### src/hdl/fdc_map.vh
// Constants for the FIFO DRAM controller datapath.
// Assumes it is included by bare name from the design files.
`ifndef FDC_MAP_VH
`define FDC_MAP_VH

// ----------------------------------------
// Widths
// ----------------------------------------
`define FDC_PTR_W 16
`define FDC_ADR_W 8
`define FDC_ST_W 3

// ----------------------------------------
// Clock figures
// ----------------------------------------
`define FDC_MCLK_KHZ 50000
`define FDC_SYS_KHZ 5000
`define FDC_REFRESH_ENABLE_HZ 64000
`define FDC_REFRESH_ENABLE_NS 15600

// ----------------------------------------
// Reset values and fixed levels
// ----------------------------------------
`define FDC_PTR_RST 16'h0000
`define FDC_PTR_ALL1 16'hFFFF
`define FDC_ADR_RST 8'h00
`define FDC_ONE 1'b1
`define FDC_ZERO 1'b0

// ----------------------------------------
// Pointer field split
// ----------------------------------------
`define FDC_ROW_LSB 0
`define FDC_ROW_MSB 7
`define FDC_COL_LSB 8
`define FDC_COL_MSB 15
`define FDC_HALF_BIT 15

// ----------------------------------------
// Sequencer states
// ----------------------------------------
`define FDC_S_IDLE 3'h0
`define FDC_S_AROW 3'h1
`define FDC_S_ARAS 3'h2
`define FDC_S_ACOL 3'h3
`define FDC_S_AEND 3'h4
`define FDC_S_RCAS 3'h5
`define FDC_S_RRAS 3'h6
`define FDC_S_REND 3'h7

`endif

### src/hdl/fdc_ctrl.v
// FIFO DRAM controller datapath: strobes, pointers, address, status.
// Assumes a 64K x N DRAM on the pins and active-low request pins.
//
// Overview of operation
// - RAS from settable flop, ORed next term
// - Secondary access flag cleared with RAS
// - Read pointer: 16-bit counter with carries
// - Read select picks read pointer, else write
// - Row then column part, registered to pins
// - Status bits step per access with carries
// - System clock and separate refresh request
// - Count up on write, down on read
// - Full, half-full, empty flags active high
// - Row is low byte, column high byte
// - Refresh: CAS edge one, RAS two, release
`timescale 1ns/1ps
`include "fdc_map.vh"

module fdc_ctrl (
    input wire mclk,
    input wire reset_n,
    input wire init_clr,
    input wire req_wr_n,
    input wire req_rd_n,
    input wire refresh_enable_req_n,
    output reg ras_n_r,
    output reg cas_n_r,
    output reg we_n_r,
    output reg oe_n_r,
    output reg [7:0] dram_addr_r,
    output wire rdy_wr,
    output wire rdy_rd,
    output wire flag_full,
    output wire flag_half,
    output wire flag_empty
);

    // ----------------------------------------
    // Pin synchronisers
    // ----------------------------------------
    reg [2:0] sync1_r;
    reg [2:0] sync2_r;
    reg refresh_enable_prev_r;

    always @(posedge mclk or negedge reset_n) begin
        if (!reset_n) begin
            sync1_r <= 3'h7;
            sync2_r <= 3'h7;
            refresh_enable_prev_r <= `FDC_ONE;
        end else begin
            sync1_r <= {refresh_enable_req_n, req_rd_n, req_wr_n};
            sync2_r <= sync1_r;
            refresh_enable_prev_r <= sync2_r[2];
        end
    end

    wire wr_req = ~sync2_r[0];
    wire rd_req = ~sync2_r[1];
    // Refresh clock runs free; one request per falling edge
    wire refresh_enable_edge = refresh_enable_prev_r & ~sync2_r[2];

    // ----------------------------------------
    // Sequencer
    // ----------------------------------------
    reg [2:0] state_r;
    reg [2:0] state_nxt;
    reg refresh_enable_pend_r;
    reg access_enable_secondary_r;
    reg wr_sel_r;
    reg rd_sel_r;
    reg row_col_sel_r;

    wire [15:0] read_ptr;
    wire [15:0] write_ptr;
    wire [15:0] status_cnt;

    wire idle = (state_r == `FDC_S_IDLE);
    wire can_wr = wr_req & ~flag_full;
    wire can_rd = rd_req & ~flag_empty;
    wire refresh_enable_go = refresh_enable_pend_r | refresh_enable_edge;

    always @* begin
        case (state_r)
            `FDC_S_IDLE: begin
                // Refresh first, then write, then read
                if (refresh_enable_go) begin
                    state_nxt = `FDC_S_RCAS;
                end else if (can_wr | can_rd) begin
                    state_nxt = `FDC_S_AROW;
                end else begin
                    state_nxt = `FDC_S_IDLE;
                end
            end
            `FDC_S_AROW: state_nxt = `FDC_S_ARAS;
            `FDC_S_ARAS: state_nxt = `FDC_S_ACOL;
            `FDC_S_ACOL: state_nxt = `FDC_S_AEND;
            `FDC_S_RCAS: state_nxt = `FDC_S_RRAS;
            `FDC_S_RRAS: state_nxt = `FDC_S_REND;
            default: state_nxt = `FDC_S_IDLE;
        endcase
    end

    wire acc_start = idle & ~refresh_enable_go & (can_wr | can_rd);
    wire acc_done = (state_r == `FDC_S_AEND);

    always @(posedge mclk or negedge reset_n) begin
        if (!reset_n) begin
            state_r <= `FDC_S_IDLE;
            refresh_enable_pend_r <= `FDC_ZERO;
            wr_sel_r <= `FDC_ZERO;
            rd_sel_r <= `FDC_ZERO;
        end else if (init_clr) begin
            state_r <= `FDC_S_IDLE;
            refresh_enable_pend_r <= `FDC_ZERO;
            wr_sel_r <= `FDC_ZERO;
            rd_sel_r <= `FDC_ZERO;
        end else begin
            state_r <= state_nxt;
            // Edge during a busy cycle waits, never lost
            if (refresh_enable_edge & ~idle) begin
                refresh_enable_pend_r <= `FDC_ONE;
            end else if (idle) begin
                refresh_enable_pend_r <= `FDC_ZERO;
            end
            if (acc_start) begin
                wr_sel_r <= can_wr;
                rd_sel_r <= ~can_wr;
            end else if (acc_done) begin
                wr_sel_r <= `FDC_ZERO;
                rd_sel_r <= `FDC_ZERO;
            end
        end
    end

    // ----------------------------------------
    // RAS, CAS and row/column select
    // ----------------------------------------
    wire ras_act = ~ras_n_r;
    wire cas_act = ~cas_n_r;
    // Four-input term: next state ARAS, RAS idle, row select high, CAS idle
    // RAS and CAS must leave together, so no term holds RAS past column
    wire row_strobe_comb_term = ~((state_nxt == `FDC_S_ARAS) & ~ras_act &
        row_col_sel_r & ~cas_act);
    wire refresh_enable_ras_term = ~(state_nxt == `FDC_S_RRAS);
    wire acc_col_term = ~(state_nxt == `FDC_S_ACOL);
    wire ras_n_nxt = row_strobe_comb_term & refresh_enable_ras_term & acc_col_term;
    wire cas_n_nxt = ~(state_nxt == `FDC_S_ACOL) &
        ~(state_nxt == `FDC_S_RCAS) & ~(state_nxt == `FDC_S_RRAS);

    always @(posedge mclk or negedge reset_n) begin
        if (!reset_n) begin
            ras_n_r <= `FDC_ONE;
            cas_n_r <= `FDC_ONE;
            we_n_r <= `FDC_ONE;
            oe_n_r <= `FDC_ONE;
            row_col_sel_r <= `FDC_ONE;
            access_enable_secondary_r <= `FDC_ZERO;
        end else if (init_clr) begin
            ras_n_r <= `FDC_ONE;
            cas_n_r <= `FDC_ONE;
            we_n_r <= `FDC_ONE;
            oe_n_r <= `FDC_ONE;
            row_col_sel_r <= `FDC_ONE;
            access_enable_secondary_r <= `FDC_ZERO;
        end else begin
            // Inactive state is the set value of the flop
            ras_n_r <= ras_n_nxt;
            cas_n_r <= cas_n_nxt;
            we_n_r <= ~((state_nxt == `FDC_S_ACOL) & wr_sel_r);
            oe_n_r <= ~((state_nxt == `FDC_S_ACOL) & rd_sel_r);
            row_col_sel_r <= ~(state_nxt == `FDC_S_ACOL);
            if (acc_start) begin
                access_enable_secondary_r <= `FDC_ONE;
            end else if (ras_n_nxt & ras_n_r) begin
                // RAS released and staying high ends the access window
                access_enable_secondary_r <= `FDC_ZERO;
            end
        end
    end

    // ----------------------------------------
    // Pointers and status counter
    // ----------------------------------------
    wire access_enable = acc_done & access_enable_secondary_r;

    fdc_cnt16 u_read_ptr (
        .mclk(mclk),
        .reset_n(reset_n),
        .clr(init_clr),
        .step(access_enable & rd_sel_r),
        .up(`FDC_ONE),
        .count_r(read_ptr)
    );

    fdc_cnt16 u_write_ptr (
        .mclk(mclk),
        .reset_n(reset_n),
        .clr(init_clr),
        .step(access_enable & wr_sel_r),
        .up(`FDC_ONE),
        .count_r(write_ptr)
    );

    fdc_cnt16 u_status (
        .mclk(mclk),
        .reset_n(reset_n),
        .clr(init_clr),
        .step(access_enable),
        .up(wr_sel_r),
        .count_r(status_cnt)
    );

    // ----------------------------------------
    // Address path
    // ----------------------------------------
    wire [15:0] sel_ptr = rd_sel_r ? read_ptr : write_ptr;
    wire [7:0] row_addr = sel_ptr[`FDC_ROW_MSB:`FDC_ROW_LSB];
    wire [7:0] col_addr = sel_ptr[`FDC_COL_MSB:`FDC_COL_LSB];
    wire rcs_nxt = ~(state_nxt == `FDC_S_ACOL);

    always @(posedge mclk or negedge reset_n) begin
        if (!reset_n) begin
            dram_addr_r <= `FDC_ADR_RST;
        end else if (init_clr) begin
            dram_addr_r <= `FDC_ADR_RST;
        end else if (state_r == `FDC_S_AROW || state_r == `FDC_S_ARAS) begin
            // Registered so the pins change only on mclk
            dram_addr_r <= rcs_nxt ? row_addr : col_addr;
        end else if (acc_start) begin
            dram_addr_r <= (can_wr ? write_ptr[`FDC_ROW_MSB:`FDC_ROW_LSB] :
                read_ptr[`FDC_ROW_MSB:`FDC_ROW_LSB]);
        end
    end

    // ----------------------------------------
    // Flags and ready
    // ----------------------------------------
    assign flag_empty = (status_cnt == `FDC_PTR_RST);
    assign flag_full = (status_cnt == `FDC_PTR_ALL1);
    // Monitor only; nothing is blocked by it
    assign flag_half = status_cnt[`FDC_HALF_BIT];
    // Low through refresh and any access
    assign rdy_wr = idle & ~refresh_enable_go & ~flag_full & ~init_clr;
    assign rdy_rd = idle & ~refresh_enable_go & ~flag_empty & ~init_clr;

endmodule

### src/hdl/fdc_cnt16.v
// Sixteen-bit ripple-carry counter, up or down, one step per strobe.
// Assumes step and clear come from logic on mclk.
`timescale 1ns/1ps
`include "fdc_map.vh"

module fdc_cnt16 (
    input wire mclk,
    input wire reset_n,
    input wire clr,
    input wire step,
    input wire up,
    output reg [15:0] count_r
);

    reg [16:0] carry;
    reg [15:0] count_nxt;
    integer i;

    // ----------------------------------------
    // Carry chain, one term per bit
    // ----------------------------------------
    always @* begin
        carry[0] = step;
        for (i = 0; i < `FDC_PTR_W; i = i + 1) begin
            carry[i+1] = carry[i] & (up ? count_r[i] : ~count_r[i]);
        end
        count_nxt = count_r ^ carry[15:0];
    end

    always @(posedge mclk or negedge reset_n) begin
        if (!reset_n) begin
            count_r <= `FDC_PTR_RST;
        end else if (clr) begin
            count_r <= `FDC_PTR_RST;
        end else begin
            count_r <= count_nxt;
        end
    end

endmodule

### config.mk
export PLATFORM = sky130hd
export DESIGN_NAME = fdc_ctrl
export DESIGN_NICKNAME = d
export VERILOG_FILES = /design/src/hdl/fdc_ctrl.v /design/src/hdl/fdc_cnt16.v
export VERILOG_INCLUDE_DIRS = /design/src /design/src/hdl
export SDC_FILE = /design/constraint.sdc
export NUM_CORES = 1
export LEC_CHECK = 0
export BUFFER_PORTS_ARGS = -buffer_cell sky130_fd_sc_hd__buf_2
export CAP_MARGIN = 15
export CORE_ASPECT_RATIO = 0.5
export CORE_MARGIN = 3
export CORE_UTILIZATION = 39
export CTS_CLUSTER_DIAMETER = 100
export DETAILED_ROUTE_END_ITERATION = 7
export PLACE_DENSITY = 0.62
export SLEW_MARGIN = 20
export SYNTH_ARGS = -nofsm -noshare
export SYNTH_HDL_FRONTEND = slang
export SYNTH_HIERARCHICAL = 1
export SYNTH_SLANG_ARGS = --single-unit
### constraint.sdc
create_clock -name mclk -period 2.8 [get_ports mclk]
set_input_delay 0.28 -clock mclk [delete_from_list [all_inputs] [get_ports mclk]]
set_output_delay 0.28 -clock mclk [all_outputs]
set_load 0.01 [all_outputs]
# Word level (Yosys, flattened, before mapping)
# Index checks and enable logic that the tools add are counted.
totals:
  ff_bits: 75
  inputBits: 6
  output_inout_bits: 17
  elab_cells: 182
op_classes:
  n_eq_ne: 11
  muxes: 44
  n_bitwise: 103
  n_reduce_logical: 7
ops:
  columns: ["op", "n"]
  rows:
  - ["1-bit bitwise AND", 68]
  - ["16-bit 2-to-1 mux", 4]
  - ["16-bit bitwise XOR", 3]
  - ["8-bit 2-to-1 mux", 5]
  - ["1-bit 2-to-1 mux", 32]
  - ["1-bit inverter", 30]
  - ["3-bit one-hot mux with 6 select lines", 1]
  - ["16-bit == test, second input constant", 1]
  - ["16-bit zero test", 1]
  - ["3-bit == test, second input constant", 5]
  - ["3-bit by 2-bit == test with 1-bit output, second input constant", 4]
  - ["3-bit nonzero test", 4]
  - ["3-bit 2-to-1 mux", 2]
  - ["3-bit by 1-bit == test with 1-bit output, second input constant", 1]
  - ["3-bit zero test", 1]
  - ["1-bit bitwise OR", 2]
  - ["1-bit logical OR", 1]

# Depth between registers and ports, before layout
# Gate-level depths: netlist (run 1).
logic_depth:
  ltp_word: 20
  mapped_depth: 8
  mapped_depth_nobuf: 6

# By module
# Netlist (run 1), hierarchy kept.
modules_own_cells:
  columns: ["mod", "instances", "cells_each", "area_per_inst_um2", "seq_area_each_um2"]
  rows:
  - ["fdc_cnt16", 3, 100, 973.4, 400.4]
  - ["fdc_ctrl", 1, 161, 1771.7, 690.7]

# Worst setup path before layout (run 1)
# Ideal clock, no wire load.
synth_path:
  path_kind: "register -> register"
  start: "register rd_sel_r"
  end: "register u_read_ptr.count_r[12]"
  setup_ns: 0.128
  arrival_ns: 1.980
  required_ns: 2.672
  slack_ns: 0.692
  stages_incl_launch_ff: 8
  n_path_buf: 3
  synth_period_minus_slack_ns: 2.108
  path_cell_list: "dfrtp_1 clkbuf_1 buf_2 and3_1 o21ai_1 buf_2 nor4_1 mux2_1"
synth_between:
  elab_chain_cells: 15
synth_rtl:
  columns: ["item", "line_no", "text"]
  rows:
  - ["start, declared", "fdc_ctrl.v:70", "reg rd_sel_r;"]
  - ["start signal, assigned", "fdc_ctrl.v:111", "rd_sel_r <= `FDC_ZERO;"]
  - ["start signal, assigned", "fdc_ctrl.v:116", "rd_sel_r <= `FDC_ZERO;"]
  - ["start signal, assigned", "fdc_ctrl.v:127", "rd_sel_r <= ~can_wr;"]
  - ["1-bit bitwise AND", "fdc_ctrl.v:190", ".step(access_enable & rd_sel_r),"]
  - ["1-bit bitwise AND (12 in series)", "fdc_cnt16.v:25", "carry[i+1] = carry[i] & (up ? count_r[i] : ~count_r[i]);"]
  - ["16-bit bitwise XOR", "fdc_cnt16.v:27", "count_nxt = count_r ^ carry[15:0];"]
  - ["16-bit 2-to-1 mux", "fdc_cnt16.v:33", "end else if (clr) begin"]
  - ["end signal, assigned", "fdc_cnt16.v:32", "count_r <= `FDC_PTR_RST;"]
  - ["end signal, assigned", "fdc_cnt16.v:34", "count_r <= `FDC_PTR_RST;"]
  - ["end signal, assigned", "fdc_cnt16.v:36", "count_r <= count_nxt;"]
  - ["end, declared", "fdc_cnt16.v:12", "output reg [15:0] count_r"]
# Every way passes these cells.
# A chain may end at the register's enable or synchronous reset.

# Final worst setup path (run 1)
layout_path:
  start: "register state_r[0]"
  end: "register u_read_ptr.count_r[8]"
layout_between:
  elab_chain_cells: 13
layout_rtl:
  columns: ["item", "line_no", "text"]
  rows:
  - ["start, declared", "fdc_ctrl.v:65", "reg [2:0] state_r;"]
  - ["start signal, assigned", "fdc_ctrl.v:108", "state_r <= `FDC_S_IDLE;"]
  - ["start signal, assigned", "fdc_ctrl.v:113", "state_r <= `FDC_S_IDLE;"]
  - ["start signal, assigned", "fdc_ctrl.v:118", "state_r <= state_nxt;"]
  - ["3-bit == test (no source line)", null, null]
  - ["1-bit bitwise AND", "fdc_ctrl.v:184", "wire access_enable = acc_done & access_enable_secondary_r;"]
  - ["1-bit bitwise AND", "fdc_ctrl.v:190", null]
  - ["1-bit bitwise AND (8 in series)", "fdc_cnt16.v:25", null]
  - ["16-bit bitwise XOR", "fdc_cnt16.v:27", null]
  - ["16-bit 2-to-1 mux", "fdc_cnt16.v:33", null]
# Every way passes these cells.

==> impl_metrics.ini, run 1 <==
[critical_path]
cp_max_fo = 9
endpoint_kind = flop
required_ps = 3060
crit_type = flop to flop
worst-r2r-setup-slack_ps = 440
worstPathArrival_ps = 2620
worstSetupStartpointType = flop

[global_route]
overflow = 0
grtUsageMet2 = 0.255
grt_pass1_vias = 3426
antenna_found_initial = 0
met1_usage = 0.221
gr-usage-met3 = 0.0446
grt_max_degree = 76
grt_usage = 0.163
grt_pass1_wl_um = 17600
grt-busiest-layer = met2

[power_and_ir_drop]
leakage_uw = 0.00222
pwr-share-comb = 0.271
power.switching_uw = 1080
ir_drop_mv = 0.343
swShare = 0.331
power.share.sequential = 0.390
p_total_uw = 3250
p_int_uw = 2180
cellPowerDensity_nw_per_um2 = 616
clockPowerShare = 0.339

[synth]
ys_seq_area_frac = 0.403
yosys_warnings = 6
synth_most_common_cell = dfrtp_1
syn_area_um2 = 4690
ys_ff_latch = 75
synth_edf_count = 0
synth_top_area_frac = 0.336
avgSynthCellArea_um2 = 10.2
synth_cell_types = 54
async_flop_share = 1.00
synth_ff_type = dfrtp_1
synth.largest_area_cell = dfrtp_1
ys_top_cells_by_count = dfrtp_1 (63), nor2_1 (43), xor2_1 (24), a21oi_1 (21)
ys_top_cells_by_area = dfrtp_1 (34%), dfstp_2 (6.7%), xor2_1 (4.5%)
synthCells = 461

[cts]
cts_tree = done
path_clk_slew_ps = 60
clock_latency_ps = 350
cts_max_level = 3
cts_buffer_depth = 2
cts_resized = 0
cts_setup_buffers = 0
cts_root_buf = clkbuf_16
cts_buffers = 9
cts_sinks = 75

[timing]
rsz0062_at_grt = no
worst-slew-pin-transition_ps = 991
slew_violations = 0
slew_headroom = 0.320
post-route-period-util = 0.841
setup-violations-final = 0
final-hold-violation-count = 0
min_period_ps = 2360
setup-tns-final_ps = 0
finClkSkew_ps = 8.99
fmax_mhz = 424

[placed_design]
place_area_um2 = 4970
dpl.hpwl_um = 7060
portBuffers = 22
place_congestion = 0.800

[cells_and_area]
multiInputGateArea_um2 = 2630
nFillCells = 1064
final_util = 0.465
layout-area-overhead-vs-synth_pct = 12.6
drive_gt1_frac = 0.221
ff_latch_area_um2 = 1890
nNetsFinal = 494
antenna_cells = 0
fin_area_um2 = 5280

[floorplan]
fp.coreArea_um2 = 11400
rows = 27
die_h_um = 83.6
die_x_um = 161
start_util = 0.413
io_pins = 23
dieArea_um2 = 13500

[detailed_routing]
drc_errors = 0
viasPerCell = 5.51
routedWlPerCell_um = 15.8
first_pass_iters = 4
via_count = 3591
ant_nets = 0
routed_wl_um = 10300
drtIter0Drc = 300

[status]
status = complete, no violations

[run]
maxCapViolCount = 0

[hold_path]
hold_class = input port to flop
## area by class of cell
| class | instances | area share |
|---|---|---|
| Tap cell | 159 | 0.0377 |
| Inverter | 5 | 0.00355 |
| Clock inverter | 6 | 0.00924 |
| Clock buffer | 10 | 0.0433 |
| Timing Repair Buffer | 40 | 0.0511 |
| Multi-Input combinational cell | 357 | 0.497 |
| Sequential cell | 75 | 0.358 |
## worst max-delay path: stages (launching register included)
cell	delay, ps
dfrtp_1	430
nor3_1	330
and3_1	330
o21ai_1	250
buf_4	240
or4_1	500
a21oi_1	180
## repair_timing
action                                  4_1_cts  5_1_grt
endpoints found under the setup margin        0        0
endpoints found under the hold margin         0       15
hold buffers                                  0        1
## cell usage in the layout (no fill, tap or decap), drive strengths merged, types with 2 or more instances in the layout
master	n
dfstp	12
o211ai	4
o31ai	12
nor3	16
mux2i	17
nand2	13
o221ai	3
a2111oi	10
nor4	26
a21oi	28
and4	13
or4	12
buf	39
and3	18
xnor2	11
nand2b	9
clkbuf	10
nand3b	2
xor2	24
nor2	43
nand3	5
inv	8
dfrtp	63
nand4	4
o21ai	14
clkinvlp	3
conb	6
a21o	2
nor2b	14
or2	2
or3	11
mux2	20
a211oi	11
## registers in the layout, indices dropped and copies added, names as in the netlist, 3 cells and up
| name | flops |
|---|---|
| u_status/count_r | 16 |
| sync2_r | 3 |
| u_read_ptr/count_r | 16 |
| dram_addr_r | 8 |
| state_r | 3 |
| sync1_r | 3 |
| u_write_ptr/count_r | 16 |
## per-layer routing
layer	vias to the layer above	part of all wire
met2	41	0.46
met5	-	0
met3	10	0.030
met1	1768	0.50
li1	1772	-
met4	0	0.012
## power by group through the flow
stage / combinational [uW] / sequential (uW) / clock (uW)
floorplan: 649 / 1280 / 0
global placement: 867 / 1290 / 0
detailed placement: 872 / 1290 / 0
CTS: 877 / 1270 / 1130
global route: 970 / 1280 / 1190
finish: 882 / 1270 / 1100
## kinds of logic (layout without fill, tap and decap cells)
| kind of cell | count (synthesis) | count (layout) | share of synthesized area |
|---|---|---|---|
| DFF | 75 | 75 | 0.403 |
| and+or+nand+nor | 192 | 192 | 0.255 |
| AOI/OAI and AO/OA | 86 | 86 | 0.139 |
| other | 1 | 6 | 0.000799 |
| xor gates and xnor gates | 35 | 35 | 0.0653 |
| buffers and inverters | 34 | 61 | 0.0411 |
| muxes | 38 | 38 | 0.0955 |
## path summary, 6_finish.rpt
kind / end / cells after the start / start
setup / recovery: u_read_ptr/count_r[8] / 6 / state_r[0]
hold / removal: sync1_r[2] / 1 / refresh_enable_req_n
setup reg to reg: u_read_ptr/count_r[8] / 6 / state_r[0]
hold reg to reg: sync2_r[2] / 0 / sync1_r[2]
max in group asynchronous: sync1_r[1] / 3 / reset_n
min in group asynchronous: u_status/count_r[10] / 2 / reset_n
## metrics by stage
| stage | setup WS (ps) | cells | hold WS (ps) |
|---|---|---|---|
| after floorplan | 692 | 466 | -15.6 |
| after global placement | 473 | 634 | 346 |
| after detailed placement | 452 | 634 | 349 |
| after CTS | 443 | 650 | 18.4 |
| after global routing | 269 | 652 | 11.2 |
| final | 444 | 652 | 26.9 |
No activity file was read; power rests on OpenSTA's default activity.
==> inputs of run 2 (changes only) <==
==> constraint.sdc (replaced) <==
create_clock -name mclk -period 2.4 [get_ports mclk]
set_input_delay 0.24 -clock mclk [delete_from_list [all_inputs] [get_ports mclk]]
set_output_delay 0.24 -clock mclk [all_outputs]
set_load 0.01 [all_outputs]
==> run 2 against run 1 <==
Power is 20% higher. First-iteration DRC count is 12% lower. Die area stayed put. Clock-buffer cell count stayed put. Core utilization is 1.5 points higher. Wire length is 3.7% higher. Fmax is 2.0% higher. Sequential share of layout area is 1.1 points lower. Sequential cell count stayed put. Largest cell class unchanged. Largest power group unchanged. Highest routed layer unchanged.
==> impl_metrics.ini, run 2 (synthesized netlist as in run 1, its figures left out) <==
[critical_path]
r2r_cells = 5
worstPathArrival_ps = 2530
reg2reg_from = wr_sel_r
cp_max_fo = 14
r2r-end = u_status/count_r[14]
required_ps = 2620
worstSetupStartpointType = flop
endpoint_kind = flop
crit_type = flop to flop
worst-r2r-setup-slack_ps = 90
critPathLaunch = wr_sel_r

[cells_and_area]
drive_gt1_frac = 0.248
final_common_cell = dfrtp_1
nNetsFinal = 513
reg_top3 = u_read_ptr/count_r (16), u_status/count_r (16), u_write_ptr/count_r (16)
fin_area_um2 = 5460
fin_cells = 671
antenna_cells = 0
final_util = 0.481
layout-area-overhead-vs-synth_pct = 16.3
layout_common_cells = dfrtp_1 (63), nor2_1 (43), buf_4 (33), xor2_1 (24)
nFillCells = 1047

[floorplan]
die_x_um = 161
rows = 27
fp.coreArea_um2 = 11400
start_util = 0.413
die_h_um = 83.6
io_pins = 23
dieArea_um2 = 13500

[timing]
setup-violations-final = 0
slew_headroom = 0.276
finClkSkew_ps = 7.73
setup-tns-final_ps = 0
setup_slack_ps = 90.7
post-route-period-util = 0.962
worst-slew-pin-transition_ps = 1060
slew_violations = 0
final-hold-violation-count = 0
min_period_ps = 2310
rsz0062_at_grt = yes
fmax_mhz = 433

[detailed_routing]
routed_wl_um = 10700
via_count = 3712
routedWlPerCell_um = 15.9
viasPerCell = 5.53
drc_errors = 0
ant_nets = 0
drtIter0Drc = 265
first_pass_iters = 4

[cts]
clock_latency_ps = 340
path_clk_slew_ps = 60
cts_tree = done
cts_sinks = 75
cts_buffers = 9
cts_max_level = 3
cts_buffer_depth = 2
cts_root_buf = clkbuf_16

[placed_design]
dpl.hpwl_um = 7220
place_congestion = 0.761
pre_cts_slack_ps = 94.6
placedCellCount = 651
portBuffers = 22
place_area_um2 = 5110

[global_route]
grt_max_degree = 39
antenna_found_initial = 0
grt_usage = 0.168
grt_pass1_vias = 3689
overflow = 0
grt_pass1_wl_um = 18700

[power_and_ir_drop]
leakage_uw = 0.00233
cellPowerDensity_nw_per_um2 = 715
ir_drop_mv = 0.373

[status]
status = complete, no violations

[run]
maxCapViolCount = 0

[hold_path]
hold_class = input port to flop
min_path_cells = 2
whs_endpoint = u_status/count_r[3]
hp-start = init_clr
## run 2: repair_timing
action                     4_1_cts  5_1_grt
hold buffers                     4        0
gates resized for setup          0        2
setup buffers                    0        0
setup endpoints to repair        0       13
hold endpoints to repair        33        0
## run 2: worst max path at each step
stage / endpoint / slack (ps)
2_1_floorplan: u_read_ptr/count_r[12] / 290
3_3_place_gp: u_status/count_r[13] / 170
3_5_place_dp: u_status/count_r[13] / 90
4_1_cts: u_status/count_r[13] / 80
5_1_grt: u_status/count_r[12] / -20
6_report: u_status/count_r[14] / 90
## run 2: layout make-up
| cell class | count | area (um^2) | area share |
|---|---|---|---|
| Clock buffer | 10 | 239 | 0.0438 |
| Timing Repair Buffer | 59 | 413 | 0.0756 |
| Multi-Input combinational cell | 357 | 2630 | 0.482 |
| Sequential cell | 75 | 1890 | 0.347 |
| Tap cell | 159 | 199 | 0.0364 |
| Clock inverter | 6 | 65.1 | 0.0119 |
| Inverter | 5 | 18.8 | 0.00344 |
## run 2: power by group
group | switching, uW | internal, uW | total, uW
combinational | 569 | 465 | 1030
sequential | 123 | 1380 | 1500
clock | 537 | 831 | 1370
total | 1230 | 2680 | 3900
## run 2: worst max-delay path, cell delays in order (launching register included)
cell,delay (ps)
dfrtp_1,570
buf_4,280
nor4_2,350
mux2i_1,250
nor4_1,380
mux2_1,360
## run 2: stage by stage
step	hold WS [ps]	power, uW
5_1_grt	309	4130
2_1_floorplan	-55.6	2250
6_report	290	3900
4_1_cts	284	3940
3_3_place_gp	256	2530
3_5_place_dp	251	2540
## run 2: routing by layer
metal / vias to the layer above / routed length [um] / global-route usage
met5: - / 0 / 0
met4: 0 / 163 / 0.0445
met2: 42 / 4950 / 0.275
met3: 16 / 291 / 0.0377
met1: 1850 / 5270 / 0.224
li1: 1804 / - / -
==> inputs of run 3 (changes only) <==
--- a/config.mk
+++ b/config.mk
@@ -9,7 +9,6 @@
 export BUFFER_PORTS_ARGS = -buffer_cell sky130_fd_sc_hd__buf_2
 export CAP_MARGIN = 15
 export CORE_ASPECT_RATIO = 0.5
-export CORE_MARGIN = 3
 export CORE_UTILIZATION = 39
 export CTS_CLUSTER_DIAMETER = 100
 export DETAILED_ROUTE_END_ITERATION = 7
==> run 3 against run 2 <==
Register-to-register slack improved by 140 ps. Wire length decreased by 0.34%. Setup slack improved by 140 ps. Combinational power is essentially flat. Global-route usage increased by 1.7 points. Sequential cell count did not move. Largest power group unchanged.
==> impl_metrics.ini, run 3 (synthesized netlist as in run 1, its figures left out) <==
[critical_path]
cp_max_fo = 18
required_ps = 2620
endpoint_kind = flop
crit_type = flop to flop
worstPathArrival_ps = 2390
worstSetupStartpointType = flop

[floorplan]
io_pins = 23
die_x_um = 157
fp.coreArea_um2 = 11400
dieArea_um2 = 12500
start_util = 0.413
rows = 27
die_h_um = 79.6

[cells_and_area]
drive_gt1_frac = 0.248
ff_latch_area_um2 = 1890
final_util = 0.478
nFillCells = 1076
layout_common_cells = dfrtp_1 (63), nor2_1 (43), buf_4 (33), xor2_1 (24)
reg_top3 = u_read_ptr/count_r (16), u_status/count_r (16), u_write_ptr/count_r (16)
fin_cells = 671
multiInputGateArea_um2 = 2630
antenna_cells = 0
nNetsFinal = 513
final_common_cell = dfrtp_1
layout-area-overhead-vs-synth_pct = 15.7

[detailed_routing]
routed_wl_um = 10600
drtIter0Drc = 294
first_pass_iters = 4
routedWlPerCell_um = 15.9
ant_nets = 0
drc_errors = 0
viasPerCell = 5.52
via_count = 3706

[global_route]
antenna_found_initial = 0
grt_pass1_wl_um = 17700
grt_pass1_vias = 3360
grt_usage = 0.185
grt_max_degree = 76
overflow = 0

[timing]
min_period_ps = 2170
slew_headroom = 0.348
rsz0062_at_grt = no
post-route-period-util = 0.905
setup-tns-final_ps = 0
slew_violations = 0
finClkSkew_ps = 6.25
final-hold-violation-count = 0
fmax_mhz = 460
setup-violations-final = 0
worst-slew-pin-transition_ps = 979

[cts]
cts_buffer_depth = 2
cts_sinks = 75
cts_tree = done
path_clk_slew_ps = 60
cts_root_buf = clkbuf_16
clock_latency_ps = 340
cts_buffers = 9
cts_max_level = 3

[status]
status = complete, no violations

[placed_design]
place_congestion = 0.771
portBuffers = 22
dpl.hpwl_um = 6970
placedCellCount = 652

[power_and_ir_drop]
ir_drop_mv = 0.377
p_total_uw = 3780
cellPowerDensity_nw_per_um2 = 697
leakage_uw = 0.00233

[run]
maxCapViolCount = 0

[hold_path]
hold_class = input port to async pin
==> run 3: routing by layer <==
layer / wire [um] / track usage / share of wire / vias up
li1: - / - / - / 1805
met1: 5180 / 0.249 / 0.49 / 1833
met2: 4920 / 0.291 / 0.46 / 60
met3: 463 / 0.0554 / 0.044 / 8
met4: 81 / 0.0466 / 0.0076 / 0
met5: 0 / 0 / 0 / -
==> run 3: what timing repair did <==
item / in CTS / in global routing
hold buffers: 3 / 0
gates resized for setup: 0 / 0
setup buffers: 0 / 0
hold endpoints to repair: 3 / 0
==> run 3: metrics by stage <==
step / area (um^2) / setup WS (ps) / hold WS (ps)
6_report: 5430 / 228 / 59.3
5_1_grt: 5430 / 27.8 / 147
4_1_cts: 5430 / 199 / 96.5
3_5_place_dp: 5130 / 208 / 346
3_3_place_gp: 5130 / 242 / 344
2_1_floorplan: 4710 / 292 / -55.6
==> run 3: path summary, 6_finish.rpt <==
| path | from | endpoint | slack [ps] | depth (start not counted) |
|---|---|---|---|---|
| worst max-delay path | wr_sel_r | u_status/count_r[13] | 230 | 5 |
| worst max register to register | wr_sel_r | u_status/count_r[13] | 230 | 5 |
| worst min-delay path | reset_n | u_status/count_r[10] | 60 | 1 |
| min in group mclk | init_clr | state_r[1] | 300 | 2 |
| worst min register to register | sync1_r[0] | sync2_r[0] | 360 | 0 |
| max in group asynchronous | reset_n | u_read_ptr/count_r[4] | 1710 | 1 |
==> run 3: critical path: stages (launching register included) <==
cell and delay, ps:
dfrtp_1 500, buf_12 210, nor4_2 300, mux2i_1 220
a2111oi_0 450, mux2_1 360
==> run 3: area by class of cell <==
class | instances | share of cell area
clock buffer | 9 | 0.0415
clock inverter | 7 | 0.00830
inverter | 5 | 0.00346
multi-input combinational | 357 | 0.484
sequential | 75 | 0.348
tap | 159 | 0.0366
timing repair buffer | 59 | 0.0779
==> run 3: where the power goes <==
part           switching, uW  internal (uW)  leakage, uW  total (uW)
Combinational            586            479      0.00120        1060
Sequential              97.3           1380     0.000999        1480
Clock                    546            695     0.000135        1240
